**config.mk**
```make
export PLATFORM = sky130hd
export DESIGN_NAME = adcs_top
export DESIGN_NICKNAME = d
export VERILOG_FILES = /design/src/logic/adcs_pkg.sv /design/src/logic/adcs_top.sv
export SDC_FILE = /design/constraint.sdc
export NUM_CORES = 2
export LEC_CHECK = 0
export ABC_AREA = 1
export BUFFER_PORTS_ARGS = -buffer_cell sky130_fd_sc_hd__buf_2
export CORE_ASPECT_RATIO = 0.8
export CORE_MARGIN = 1
export CORE_UTILIZATION = 60
export DETAILED_ROUTE_END_ITERATION = 16
export PLACE_DENSITY = 0.78
export SLEW_MARGIN = 0
export SYNTH_ARGS = -nofsm -noshare
export SYNTH_HDL_FRONTEND = slang
export SYNTH_SLANG_ARGS = --single-unit
```
**constraint.sdc**
```tcl
create_clock -name core_clk -period 11.6 [get_ports core_clk]
set_clock_uncertainty 0.1 [all_clocks]
set_input_delay 1.16 -clock core_clk [delete_from_list [all_inputs] [get_ports core_clk]]
set_output_delay 1.16 -clock core_clk [all_outputs]
set_load 0.02 [all_outputs]
```
**src/logic/adcs_pkg.sv**
```systemverilog
/*
  Constants for the dual converter sequencer: register map, field
  positions, status bits, timing counts and the sequencer state type.
  Assumes a 20 MHz core clock; the calibration count below derives from it.
*/
`default_nettype none
package adcs_pkg;
  // register byte offsets
  localparam logic [7:0] A_CTRL = 8'h00;
  localparam logic [7:0] A_TRIG = 8'h04;
  localparam logic [7:0] A_OVS = 8'h08;
  localparam logic [7:0] A_SMP0 = 8'h0C;
  localparam logic [7:0] A_SMP1 = 8'h10;
  localparam logic [7:0] A_RSEQ = 8'h14;
  localparam logic [7:0] A_PSEQ = 8'h18;
  localparam logic [7:0] A_R2SEQ = 8'h1C;
  localparam logic [7:0] A_MON = 8'h20;
  localparam logic [7:0] A_THR = 8'h24;
  localparam logic [7:0] A_STS = 8'h28;
  localparam logic [7:0] A_MSK = 8'h2C;
  localparam logic [7:0] A_RDAT = 8'h30;
  localparam logic [7:0] A_PD01 = 8'h34;
  localparam logic [7:0] A_PD23 = 8'h38;
  localparam logic [7:0] A_STAT = 8'h3C;
  // control fields
  localparam int C_EN = 0;
  localparam int C_CAL = 1;
  localparam int C_RES = 2;
  localparam int C_SEQ = 4;
  localparam int C_REP = 5;
  localparam int C_DUAL = 6;
  localparam int C_DMA = 8;
  localparam int C_SWR = 9;
  localparam int C_SWP = 10;
  localparam int C_SHD = 12;
  // trigger, oversampling, sequence and monitor fields
  localparam int T_RSEL = 0;
  localparam int T_REDG = 3;
  localparam int T_PSEL = 8;
  localparam int T_PEDG = 11;
  localparam int T_RLEN = 16;
  localparam int O_EN = 0;
  localparam int O_RAT = 1;
  localparam int O_SH = 4;
  localparam int P_LEN = 20;
  localparam int M_EN = 19;
  // status bits
  localparam int S_EOC = 0;
  localparam int S_EOS = 1;
  localparam int S_PEOS = 2;
  localparam int S_VMON = 3;
  localparam int S_OVR = 4;
  localparam int S_CAL = 5;
  localparam int SW = 6;
  // dual modes
  localparam logic [1:0] DM_IND = 2'h0;
  localparam logic [1:0] DM_SYNC = 2'h1;
  localparam logic [1:0] DM_SHIFT = 2'h2;
  // internal channels of converter 1
  localparam logic [4:0] TEMP_SENSE_CHANNEL = 5'h10;
  localparam logic [4:0] REF_VOLTAGE_CHANNEL = 5'h11;
  localparam logic [4:0] BATTERY_MONITOR_CHANNEL = 5'h12;
  // timing
  localparam int CLK_NS = 50;
  localparam int CAL_NS = 3200;
  localparam int CAL_CYC = (CAL_NS + CLK_NS - 1) / CLK_NS;
  localparam int SYNC_LAT = 2;
  localparam int RES_MAX = 12;
  typedef enum logic [1:0] {
    ST_IDLE = 2'h0,
    ST_CONV = 2'h1,
    ST_CAL = 2'h2
  } adcs_st_t;
endpackage
`default_nettype wire

```
**src/logic/adcs_top.sv**
```systemverilog
/*
  Sequencer for two successive-approximation converters: triggers,
  regular and preempted groups, oversampling, monitor, dma, irq.
  Assumes analog cores outside that sample while the sample strobe is
  high and present a 12-bit result before the slot ends.
*/
// Design decisions made here: the placing of the registers and the APB interface to the registers.
// Notes on behaviour
// - resolution 12/10/8/6 bits plus calibration
// - fewer conversion cycles at lower resolution
// - sixteen external channels shared by both
// - per-channel sample time applied per slot
// - oversampling 2 to 256, up to 16 bits
// - software trigger and own selection per group
// - hardware trigger with programmable edge
// - sequential mode converts whole group
// - repeated mode restarts until stopped
// - synchronous or shifted dual operation
// - monitor one, some or all channels
// - out-of-window result raises interrupt
// - each converter requests dma per regular-group result
// - channel 16 is temperature sensor
// - channel 17 is internal reference
// - channel 18 reads quarter battery voltage
`default_nettype none
module adcs_top #(
  parameter int TRIG_N = 8
) (
  // clock, reset, enable
  input wire logic core_clk,
  input wire logic rstn,
  input wire logic ce,
  // apb slave
  input wire logic psel,
  input wire logic penable,
  input wire logic pwrite,
  input wire logic [7:0] paddr,
  input wire logic [31:0] pwdata,
  output logic [31:0] prdata,
  output logic pready,
  output logic pslverr,
  // hardware triggers
  input wire logic [TRIG_N-1:0] trig_in,
  // converter 1
  input wire logic [11:0] ana1_res,
  output logic [4:0] ana1_chan,
  output logic ana1_sample,
  // converter 2
  input wire logic [11:0] ana2_res,
  output logic [4:0] ana2_chan,
  output logic ana2_sample,
  // shared analog control
  output logic ana_cal,
  output logic temp_sense_en,
  output logic ref_voltage_en,
  output logic battery_div_en,
  // dma
  output logic dma1_req,
  input wire logic dma1_ack,
  output logic dma2_req,
  input wire logic dma2_ack,
  // interrupt
  output logic irq
);
  import adcs_pkg::*;

  typedef struct packed {
    adcs_st_t state;
    logic [31:0] ctrl, trig, ovs, smp0, smp1, rseq, pseq, r2seq;
    logic [31:0] mon, thr;
    logic [SW-1:0] sts, msk;
    logic [9:0] t;
    logic grp, ract, ppend;
    logic [2:0] idx;
    logic [1:0] pidx;
    logic [7:0] osc;
    logic [6:0] calc;
    logic [19:0] acc1, acc2;
    logic [15:0] rd1, rd2;
    logic rv1, rv2;
    logic [3:0][15:0] pd;
    logic [TRIG_N-1:0] ts1, ts2, tprev;
    logic [11:0] r1s1, r1s2, r2s1, r2s2;
    logic [31:0] prdata;
    logic pready, pslverr, irq, dq1, dq2;
    logic [4:0] c1, c2;
    logic so1, so2, calo, tse, rve, bde;
  } adcs_state_t;

  adcs_state_t s, n;
  logic slot_end, fin, grp_end, swr, swp, rtr, ptr, wr, rd, hit;
  logic [SW-1:0] ev;
  logic [31:0] rdv;
  logic [4:0] ch1, ch2;
  logic [9:0] sm1, sm2, cv, d, e1, e2;
  logic [15:0] v1, v2, r1, r2;
  logic [19:0] a1, a2;
  logic [1:0] res, dm;
  logic [7:0] olast;

  // edge qualifier: 0 off, 1 rising, 2 falling, 3 both
  function automatic logic edg(input logic c, input logic p,
                               input logic [1:0] m);
    case (m)
      2'h1: edg = c & ~p;
      2'h2: edg = ~c & p;
      2'h3: edg = c ^ p;
      default: edg = 1'b0;
    endcase
  endfunction

  // sample time of a channel: 2 << code cycles
  function automatic logic [9:0] smpc(input logic [4:0] ch,
                                      input logic [31:0] a,
                                      input logic [31:0] b);
    logic [2:0] c;
    c = (ch < 5'd10) ? a[ch*3 +: 3] : b[(ch-5'd10)*3 +: 3];
    smpc = 10'h002 << c;
  endfunction

  // monitor hit: channel selected and outside window
  function automatic logic mhit(input logic [31:0] m,
                                input logic [31:0] th,
                                input logic [4:0] ch,
                                input logic [15:0] v);
    mhit = m[M_EN] && (ch < 5'd19) && m[ch] &&
           (v > th[31:16] || v < th[15:0]);
  endfunction

  always_comb begin
    n = s;
    ev = '0;
    slot_end = 1'b0;
    fin = 1'b0;
    grp_end = 1'b0;
    r1 = '0;
    r2 = '0;
    // two-stage synchronisers for pins and analog results
    n.ts1 = trig_in;
    n.ts2 = s.ts1;
    n.tprev = s.ts2;
    n.r1s1 = ana1_res;
    n.r1s2 = s.r1s1;
    n.r2s1 = ana2_res;
    n.r2s2 = s.r2s1;
    rtr = edg(s.ts2[s.trig[T_RSEL +: 3]], s.tprev[s.trig[T_RSEL +: 3]],
              s.trig[T_REDG +: 2]);
    ptr = edg(s.ts2[s.trig[T_PSEL +: 3]], s.tprev[s.trig[T_PSEL +: 3]],
              s.trig[T_PEDG +: 2]);
    // apb: setup cycle registers answer, access sees pready
    wr = psel && penable && s.pready && pwrite && !s.pslverr;
    rd = psel && penable && s.pready && !pwrite && !s.pslverr;
    n.pready = psel && !penable;
    hit = 1'b1;
    rdv = '0;
    case (paddr)
      A_CTRL: rdv = s.ctrl;
      A_TRIG: rdv = s.trig;
      A_OVS: rdv = s.ovs;
      A_SMP0: rdv = s.smp0;
      A_SMP1: rdv = s.smp1;
      A_RSEQ: rdv = s.rseq;
      A_PSEQ: rdv = s.pseq;
      A_R2SEQ: rdv = s.r2seq;
      A_MON: rdv = s.mon;
      A_THR: rdv = s.thr;
      A_STS: rdv = {26'h0, s.sts};
      A_MSK: rdv = {26'h0, s.msk};
      A_RDAT: rdv = {s.rd2, s.rd1};
      A_PD01: rdv = {s.pd[1], s.pd[0]};
      A_PD23: rdv = {s.pd[3], s.pd[2]};
      A_STAT: rdv = {22'h0, s.rv2, s.rv1, s.idx, s.state,
                     s.ppend, s.ract, s.grp};
      default: hit = 1'b0;
    endcase
    if (psel && !penable) begin
      n.prdata = rdv;
      n.pslverr = !hit;
    end
    // software triggers are one-shot control bits
    swr = wr && paddr == A_CTRL && pwdata[C_SWR];
    swp = wr && paddr == A_CTRL && pwdata[C_SWP];
    if (wr) begin
      case (paddr)
        A_CTRL: n.ctrl = pwdata & ~(32'h1 << C_SWR) & ~(32'h1 << C_SWP);
        A_TRIG: n.trig = pwdata;
        A_OVS: n.ovs = pwdata;
        A_SMP0: n.smp0 = pwdata;
        A_SMP1: n.smp1 = pwdata;
        A_RSEQ: n.rseq = pwdata;
        A_PSEQ: n.pseq = pwdata;
        A_R2SEQ: n.r2seq = pwdata;
        A_MON: n.mon = pwdata;
        A_THR: n.thr = pwdata;
        A_STS: n.sts = s.sts & ~pwdata[SW-1:0];
        A_MSK: n.msk = pwdata[SW-1:0];
        default: ;
      endcase
    end
    // reading results or a dma grant frees the data slot
    if (rd && paddr == A_RDAT) begin
      n.rv1 = 1'b0;
      n.rv2 = 1'b0;
    end
    if (dma1_ack) n.rv1 = 1'b0;
    if (dma2_ack) n.rv2 = 1'b0;
    // each group keeps its own pending start
    if ((rtr || swr) && s.ctrl[C_EN] && !s.ract) begin
      n.ract = 1'b1;
      n.idx = '0;
    end
    if ((ptr || swp) && s.ctrl[C_EN]) n.ppend = 1'b1;
    // slot channels from the shared pool
    res = s.ctrl[C_RES +: 2];
    dm = s.ctrl[C_DUAL +: 2];
    ch1 = s.grp ? s.pseq[s.pidx*5 +: 5] :
          (s.ctrl[C_SEQ] ? s.rseq[s.idx*5 +: 5] : s.rseq[4:0]);
    ch2 = s.grp ? s.pseq[s.pidx*5 +: 5] :
          (s.ctrl[C_SEQ] ? s.r2seq[s.idx*5 +: 5] : s.r2seq[4:0]);
    // sample time looked up per converted channel
    sm1 = smpc(ch1, s.smp0, s.smp1);
    sm2 = smpc(ch2, s.smp0, s.smp1);
    // two cycles fewer per resolution step
    cv = 10'(RES_MAX) - {7'h0, res, 1'b0} + 10'(SYNC_LAT);
    // second converter starts d cycles late in shift mode
    d = (dm == DM_SHIFT) ? {6'h0, s.ctrl[C_SHD +: 4]} : 10'h000;
    e1 = sm1 + cv - 10'h001;
    e2 = (dm == DM_IND) ? 10'h000 : d + sm2 + cv - 10'h001;
    v1 = {4'h0, s.r1s2 >> {res, 1'b0}};
    v2 = {4'h0, s.r2s2 >> {res, 1'b0}};
    a1 = s.acc1 + {4'h0, v1};
    a2 = s.acc2 + {4'h0, v2};
    // 2 << ratio samples; 8-bit wrap gives 255 at 256
    olast = (8'h02 << s.ovs[O_RAT +: 3]) - 8'h01;
    unique case (s.state)
      ST_IDLE: begin
        if (s.ctrl[C_CAL]) begin
          n.state = ST_CAL;
          n.calc = '0;
        end else if (s.ctrl[C_EN] && n.ppend) begin
          n.state = ST_CONV;
          n.grp = 1'b1;
          n.pidx = '0;
          n.ppend = 1'b0;
          n.t = '0;
        end else if (s.ctrl[C_EN] && n.ract) begin
          n.state = ST_CONV;
          n.grp = 1'b0;
          n.t = '0;
        end
      end
      // calibration runs a fixed window, then clears its bit
      ST_CAL: begin
        n.calc = s.calc + 7'h01;
        if (s.calc == 7'(CAL_CYC - 1)) begin
          n.state = ST_IDLE;
          n.ctrl[C_CAL] = 1'b0;
          ev[S_CAL] = 1'b1;
        end
      end
      ST_CONV: begin
        n.t = s.t + 10'h001;
        if (!s.ctrl[C_EN]) begin
          // disabling stops repeat mode at once; a cleared repeat bit stops it at group end
          n.state = ST_IDLE;
          n.ract = 1'b0;
          n.ppend = 1'b0;
          n.osc = '0;
          n.acc1 = '0;
          n.acc2 = '0;
        end else if (s.t == ((e1 > e2) ? e1 : e2)) begin
          slot_end = 1'b1;
          n.t = '0;
          fin = !s.ovs[O_EN] || s.osc == olast;
          if (!fin) begin
            n.osc = s.osc + 8'h01;
            n.acc1 = a1;
            n.acc2 = a2;
          end else begin
            n.osc = '0;
            n.acc1 = '0;
            n.acc2 = '0;
            r1 = s.ovs[O_EN] ? 16'(a1 >> s.ovs[O_SH +: 4]) : v1;
            r2 = s.ovs[O_EN] ? 16'(a2 >> s.ovs[O_SH +: 4]) : v2;
            ev[S_EOC] = 1'b1;
            // channel mask selects one, some or all
            ev[S_VMON] = mhit(s.mon, s.thr, ch1, r1) ||
                         (dm != DM_IND && mhit(s.mon, s.thr, ch2, r2));
            if (!s.grp) begin
              // new result raises the data-valid request
              ev[S_OVR] = s.rv1;
              n.rd1 = r1;
              n.rv1 = 1'b1;
              if (dm != DM_IND) begin
                n.rd2 = r2;
                n.rv2 = 1'b1;
              end
              // walk the list in sequential mode
              if (!s.ctrl[C_SEQ] || s.idx == s.trig[T_RLEN +: 3]) begin
                grp_end = 1'b1;
                ev[S_EOS] = 1'b1;
                n.idx = '0;
                n.ract = s.ctrl[C_REP];
              end else begin
                n.idx = s.idx + 3'h1;
              end
              // preempted group cuts in once a regular result is complete
              if (n.ppend || !n.ract) n.state = ST_IDLE;
            end else begin
              n.pd[s.pidx] = r1;
              if (s.pidx == s.pseq[P_LEN +: 2]) begin
                ev[S_PEOS] = 1'b1;
                n.state = ST_IDLE;
              end else begin
                n.pidx = s.pidx + 2'h1;
              end
            end
          end
        end
      end
      default: n.state = ST_IDLE;
    endcase
    // set wins over a clear in the same cycle
    n.sts = n.sts | ev;
    // level interrupt from unmasked sticky bits
    n.irq = |(n.sts & n.msk);
    // dma request while a result waits
    n.dq1 = n.rv1 && n.ctrl[C_DMA];
    n.dq2 = n.rv2 && n.ctrl[C_DMA];
    // analog strobes lag the slot counter by one cycle
    n.c1 = ch1;
    n.c2 = ch2;
    n.so1 = s.state == ST_CONV && !slot_end && s.t < sm1;
    n.so2 = s.state == ST_CONV && !slot_end && dm != DM_IND &&
            s.t >= d && s.t < d + sm2;
    n.calo = n.state == ST_CAL;
    // temperature sensor routed on channel 16
    n.tse = s.state == ST_CONV && ch1 == TEMP_SENSE_CHANNEL;
    n.rve = s.state == ST_CONV && ch1 == REF_VOLTAGE_CHANNEL;
    // quarter divider switched in on channel 18
    n.bde = s.state == ST_CONV && ch1 == BATTERY_MONITOR_CHANNEL;
  end

  // single state register, frozen while ce is low
  always_ff @(posedge core_clk or negedge rstn) begin
    if (!rstn) begin
      s <= '0;
    end else if (ce) begin
      s <= n;
    end
  end

  // outputs come straight from the state register
  assign prdata = s.prdata;
  assign pready = s.pready;
  assign pslverr = s.pslverr;
  assign irq = s.irq;
  assign dma1_req = s.dq1;
  assign dma2_req = s.dq2;
  assign ana1_chan = s.c1;
  assign ana2_chan = s.c2;
  assign ana1_sample = s.so1;
  assign ana2_sample = s.so2;
  assign ana_cal = s.calo;
  assign temp_sense_en = s.tse;
  assign ref_voltage_en = s.rve;
  assign battery_div_en = s.bde;
endmodule
`default_nettype wire

```
==> flow_summary.ini <==
[floorplan]
io_pins = 133
core_area_sq_um = 63100
die_h_um = 229.0
die_x_um = 285.7
die-area_sq_um = 65430
fp-row-count = 82
initial_core_util_pct = 61.24

[critical_path]
slowest_delay_ps = 470
cp_slowest_cell = fa_1
crit_path_end_kind = flop
critPathLaunchType = flop
critPathRequiredTime_ps = 11970
cpMostUsedCell = nand2_1
crit_type = flop to flop
cp_max_fo = 32
arrival_ps = 11330

[clocking]
h-tree-depth = 3
hold_buffers = 0
path_clk_slew_ps = 60
clkLatencyLatePin_ps = 620
root_buffer = clkbuf_16
cts_num_sinks = 628
numCtsBuffers = 67
clock_path_buffers = 3
cts_tree = yes

[placed_design]
port_buffers = 132
hpwlAfterDp_mm = 102.8
placedCellCount = 5950
gp_congestion = 1.063

[yosys]
yosys_warnings = 0
ys_types = 69
netlist_instances = 5199
synth_top_area_share_pct = 40.67
synth-edff-count = 0
async_flop_share_pct = 100.0
synth_fa_ha_area_share_pct = 5.919
synth_compound_area_share_pct = 21.24
synth-simple-area-share_pct = 21.46
avgSynthCellArea_sq_um = 7.432
yosys-top-cells-area = dfrtp_1 41%, nand2_1 13%, o21ai_0 9.4%
synth-seq-cells = 628
synth.yosys.seq_area_share_pct = 40.67
synth_top_family_by_area = simple AND/OR/NAND/NOR gates
synth_area_sq_um = 38640
synth_area_leader_cell = dfrtp_1
synth-xor-area-share_pct = 1.292
muxShareOfSynthArea_pct = 0.1036
yosys_most_used_dff = dfrtp_1

[cells_and_area]
syn_to_final_growth_pct = 9.727
instances_no_fill = 6088
postLayoutCoreUtil_pct = 67.20
layout_commonest_cell = nand2_1
fillers = 5406
fin_nets = 5449
layout_common_cells = 1350 x nand2_1, 723 x o21ai_0, 626 x dfrtp_1
final_layout_size_suffix_gt1_share_pct = 8.775

[detailed_routing]
drc = 0
drt_iter0_markers = 6246
drt_wl_total_mm = 142.6
num_vias = 38544
first_pass_iters = 7
ant_nets = 0
wire_per_inst_um = 23.42
viasPerCell = 6.331

[global_routing]
use_met1_pct = 62.54
grt_pass1_vias = 34875
grt.busiest_layer = met1
grt-ovfl-total = 0
grt_max_degree = 157
use_met3_pct = 14.64
grt_usage_pct = 42.86
antenna_found_initial = 8
grt_pass1_wl_mm = 213.4
grt_use_met2_pct = 57.15

[sta]
fin_crit_sh_pct = 94.44
worstMarginPinSlew_ps = 1286
fin_crit_ps = 10960
timing.slew.headroom_pct = 13.94
fmax_mhz = 91.28
whs_ps = 370.1
hold_viol = 0
setup_violations = 0
slew_viol_final = 0

[power_and_ir_drop]
vdd_drop_max_mv = 0.6454
power.leakage_nw = 20.18
cellPowerDensity_nw_per_um2 = 287.9

[min_path]
holdCritPathClass = flop to flop

[outcome]
outcome = finished, final reports clean

[flow_run]
maxCapViolations = 0
-- cell usage after synthesis (all sizes together) (14+ instances only) --
cell / instances
a221oi: 72
ha: 170
nor2: 296
o22ai: 80
dfrtp: 628
inv: 552
or2: 14
buf: 125
xor2: 46
o211ai: 45
clkbuf: 184
a31oi: 48
nand2: 1377
o21ai: 863
a21o: 27
nor3: 37
a311oi: 21
nand4: 30
nand3: 254
a21oi: 192
-- repair_timing --
action / CTS / global route
setup buffers: 0 / 11
gates resized for setup: 0 / 39
setup endpoints to repair: 0 / 173
-- through the flow --
step / setup TNS [ps] / cell area, sq um / setup WS [ps] / total power, mW
after floorplan: 0 / 38640 / 1697 / 7.194
after global placement: 0 / 39720 / 607.0 / 9.196
after detailed placement: 0 / 39720 / 546.5 / 9.241
after CTS: 0 / 42110 / 491.3 / 11.64
after global routing: -705.4 / 42390 / -42.56 / 12.94
final: 0 / 42400 / 644.9 / 12.21
-- cells by family after synthesis --
family / after synthesis
other cells: 2
mux: 4
flops: 628
compound gates: 1433
buf+inv: 870
simple gates: 2026
fa+ha+maj: 179
xor+xnor: 57
-- final timing paths --
| kind | from | endpoint | slack, ps | cells past startpoint |
|---|---|---|---|---|
| max in group asynchronous | rstn | ana1_chan[3] | 8640 | 3 |
| max reg2reg | s[280] | flop | 640 | 67 |
| min reg2reg | prdata[18] | prdata[18] | 370 | 1 |
| min in group asynchronous | rstn | s[368] | 450 | 1 |
| min | prdata[18] | prdata[18] | 370 | 1 |
| max | s[280] | flop | 640 | 67 |
-- power breakdown --
| group | internal (mW) | switching, mW | total, mW |
|---|---|---|---|
| clock network | 1.43 | 0.958 | 2.39 |
| registers | 2.31 | 0.109 | 2.42 |
| logic | 2.48 | 4.92 | 7.40 |
| total | 6.22 | 5.98 | 12.2 |
-- layer usage --
metal | up-vias | wire length (um) | part of all wire (%)
li1 | 17353 | - | -
met1 | 17998 | 58400 | 41
met2 | 2747 | 55790 | 39
met3 | 442 | 21680 | 15
met4 | 4 | 6699 | 4.7
met5 | - | 22 | 0.015
-- area by class of cell --
| type | instances | area (sq um) | share of cell area, % |
|---|---|---|---|
| well taps | 840 | 1051 | 2.479 |
| flip-flops and latches | 628 | 15720 | 37.07 |
| inverters | 561 | 2121 | 5.002 |
| clock buffers | 87 | 1894 | 4.468 |
| diodes | 6 | 15.01 | 0.03541 |
| multi-input cells | 3704 | 19540 | 46.09 |
| repair buffers | 230 | 1558 | 3.674 |
| clock inverters | 32 | 499.2 | 1.177 |
-- worst max-delay path, delay by kind of cell (launching register included) --
| family | cells | cell delay [ps] |
|---|---|---|
| adder cells (fa/ha/maj) | 8 | 2570 |
| AND/OR/NAND/NOR | 34 | 3950 |
| flip-flops | 1 | 450 |
| buffers and inverters | 12 | 1590 |
| AO/OA/AOI/OAI | 12 | 1960 |
| XOR/XNOR | 1 | 140 |
(Power assumes the default switching activity.)
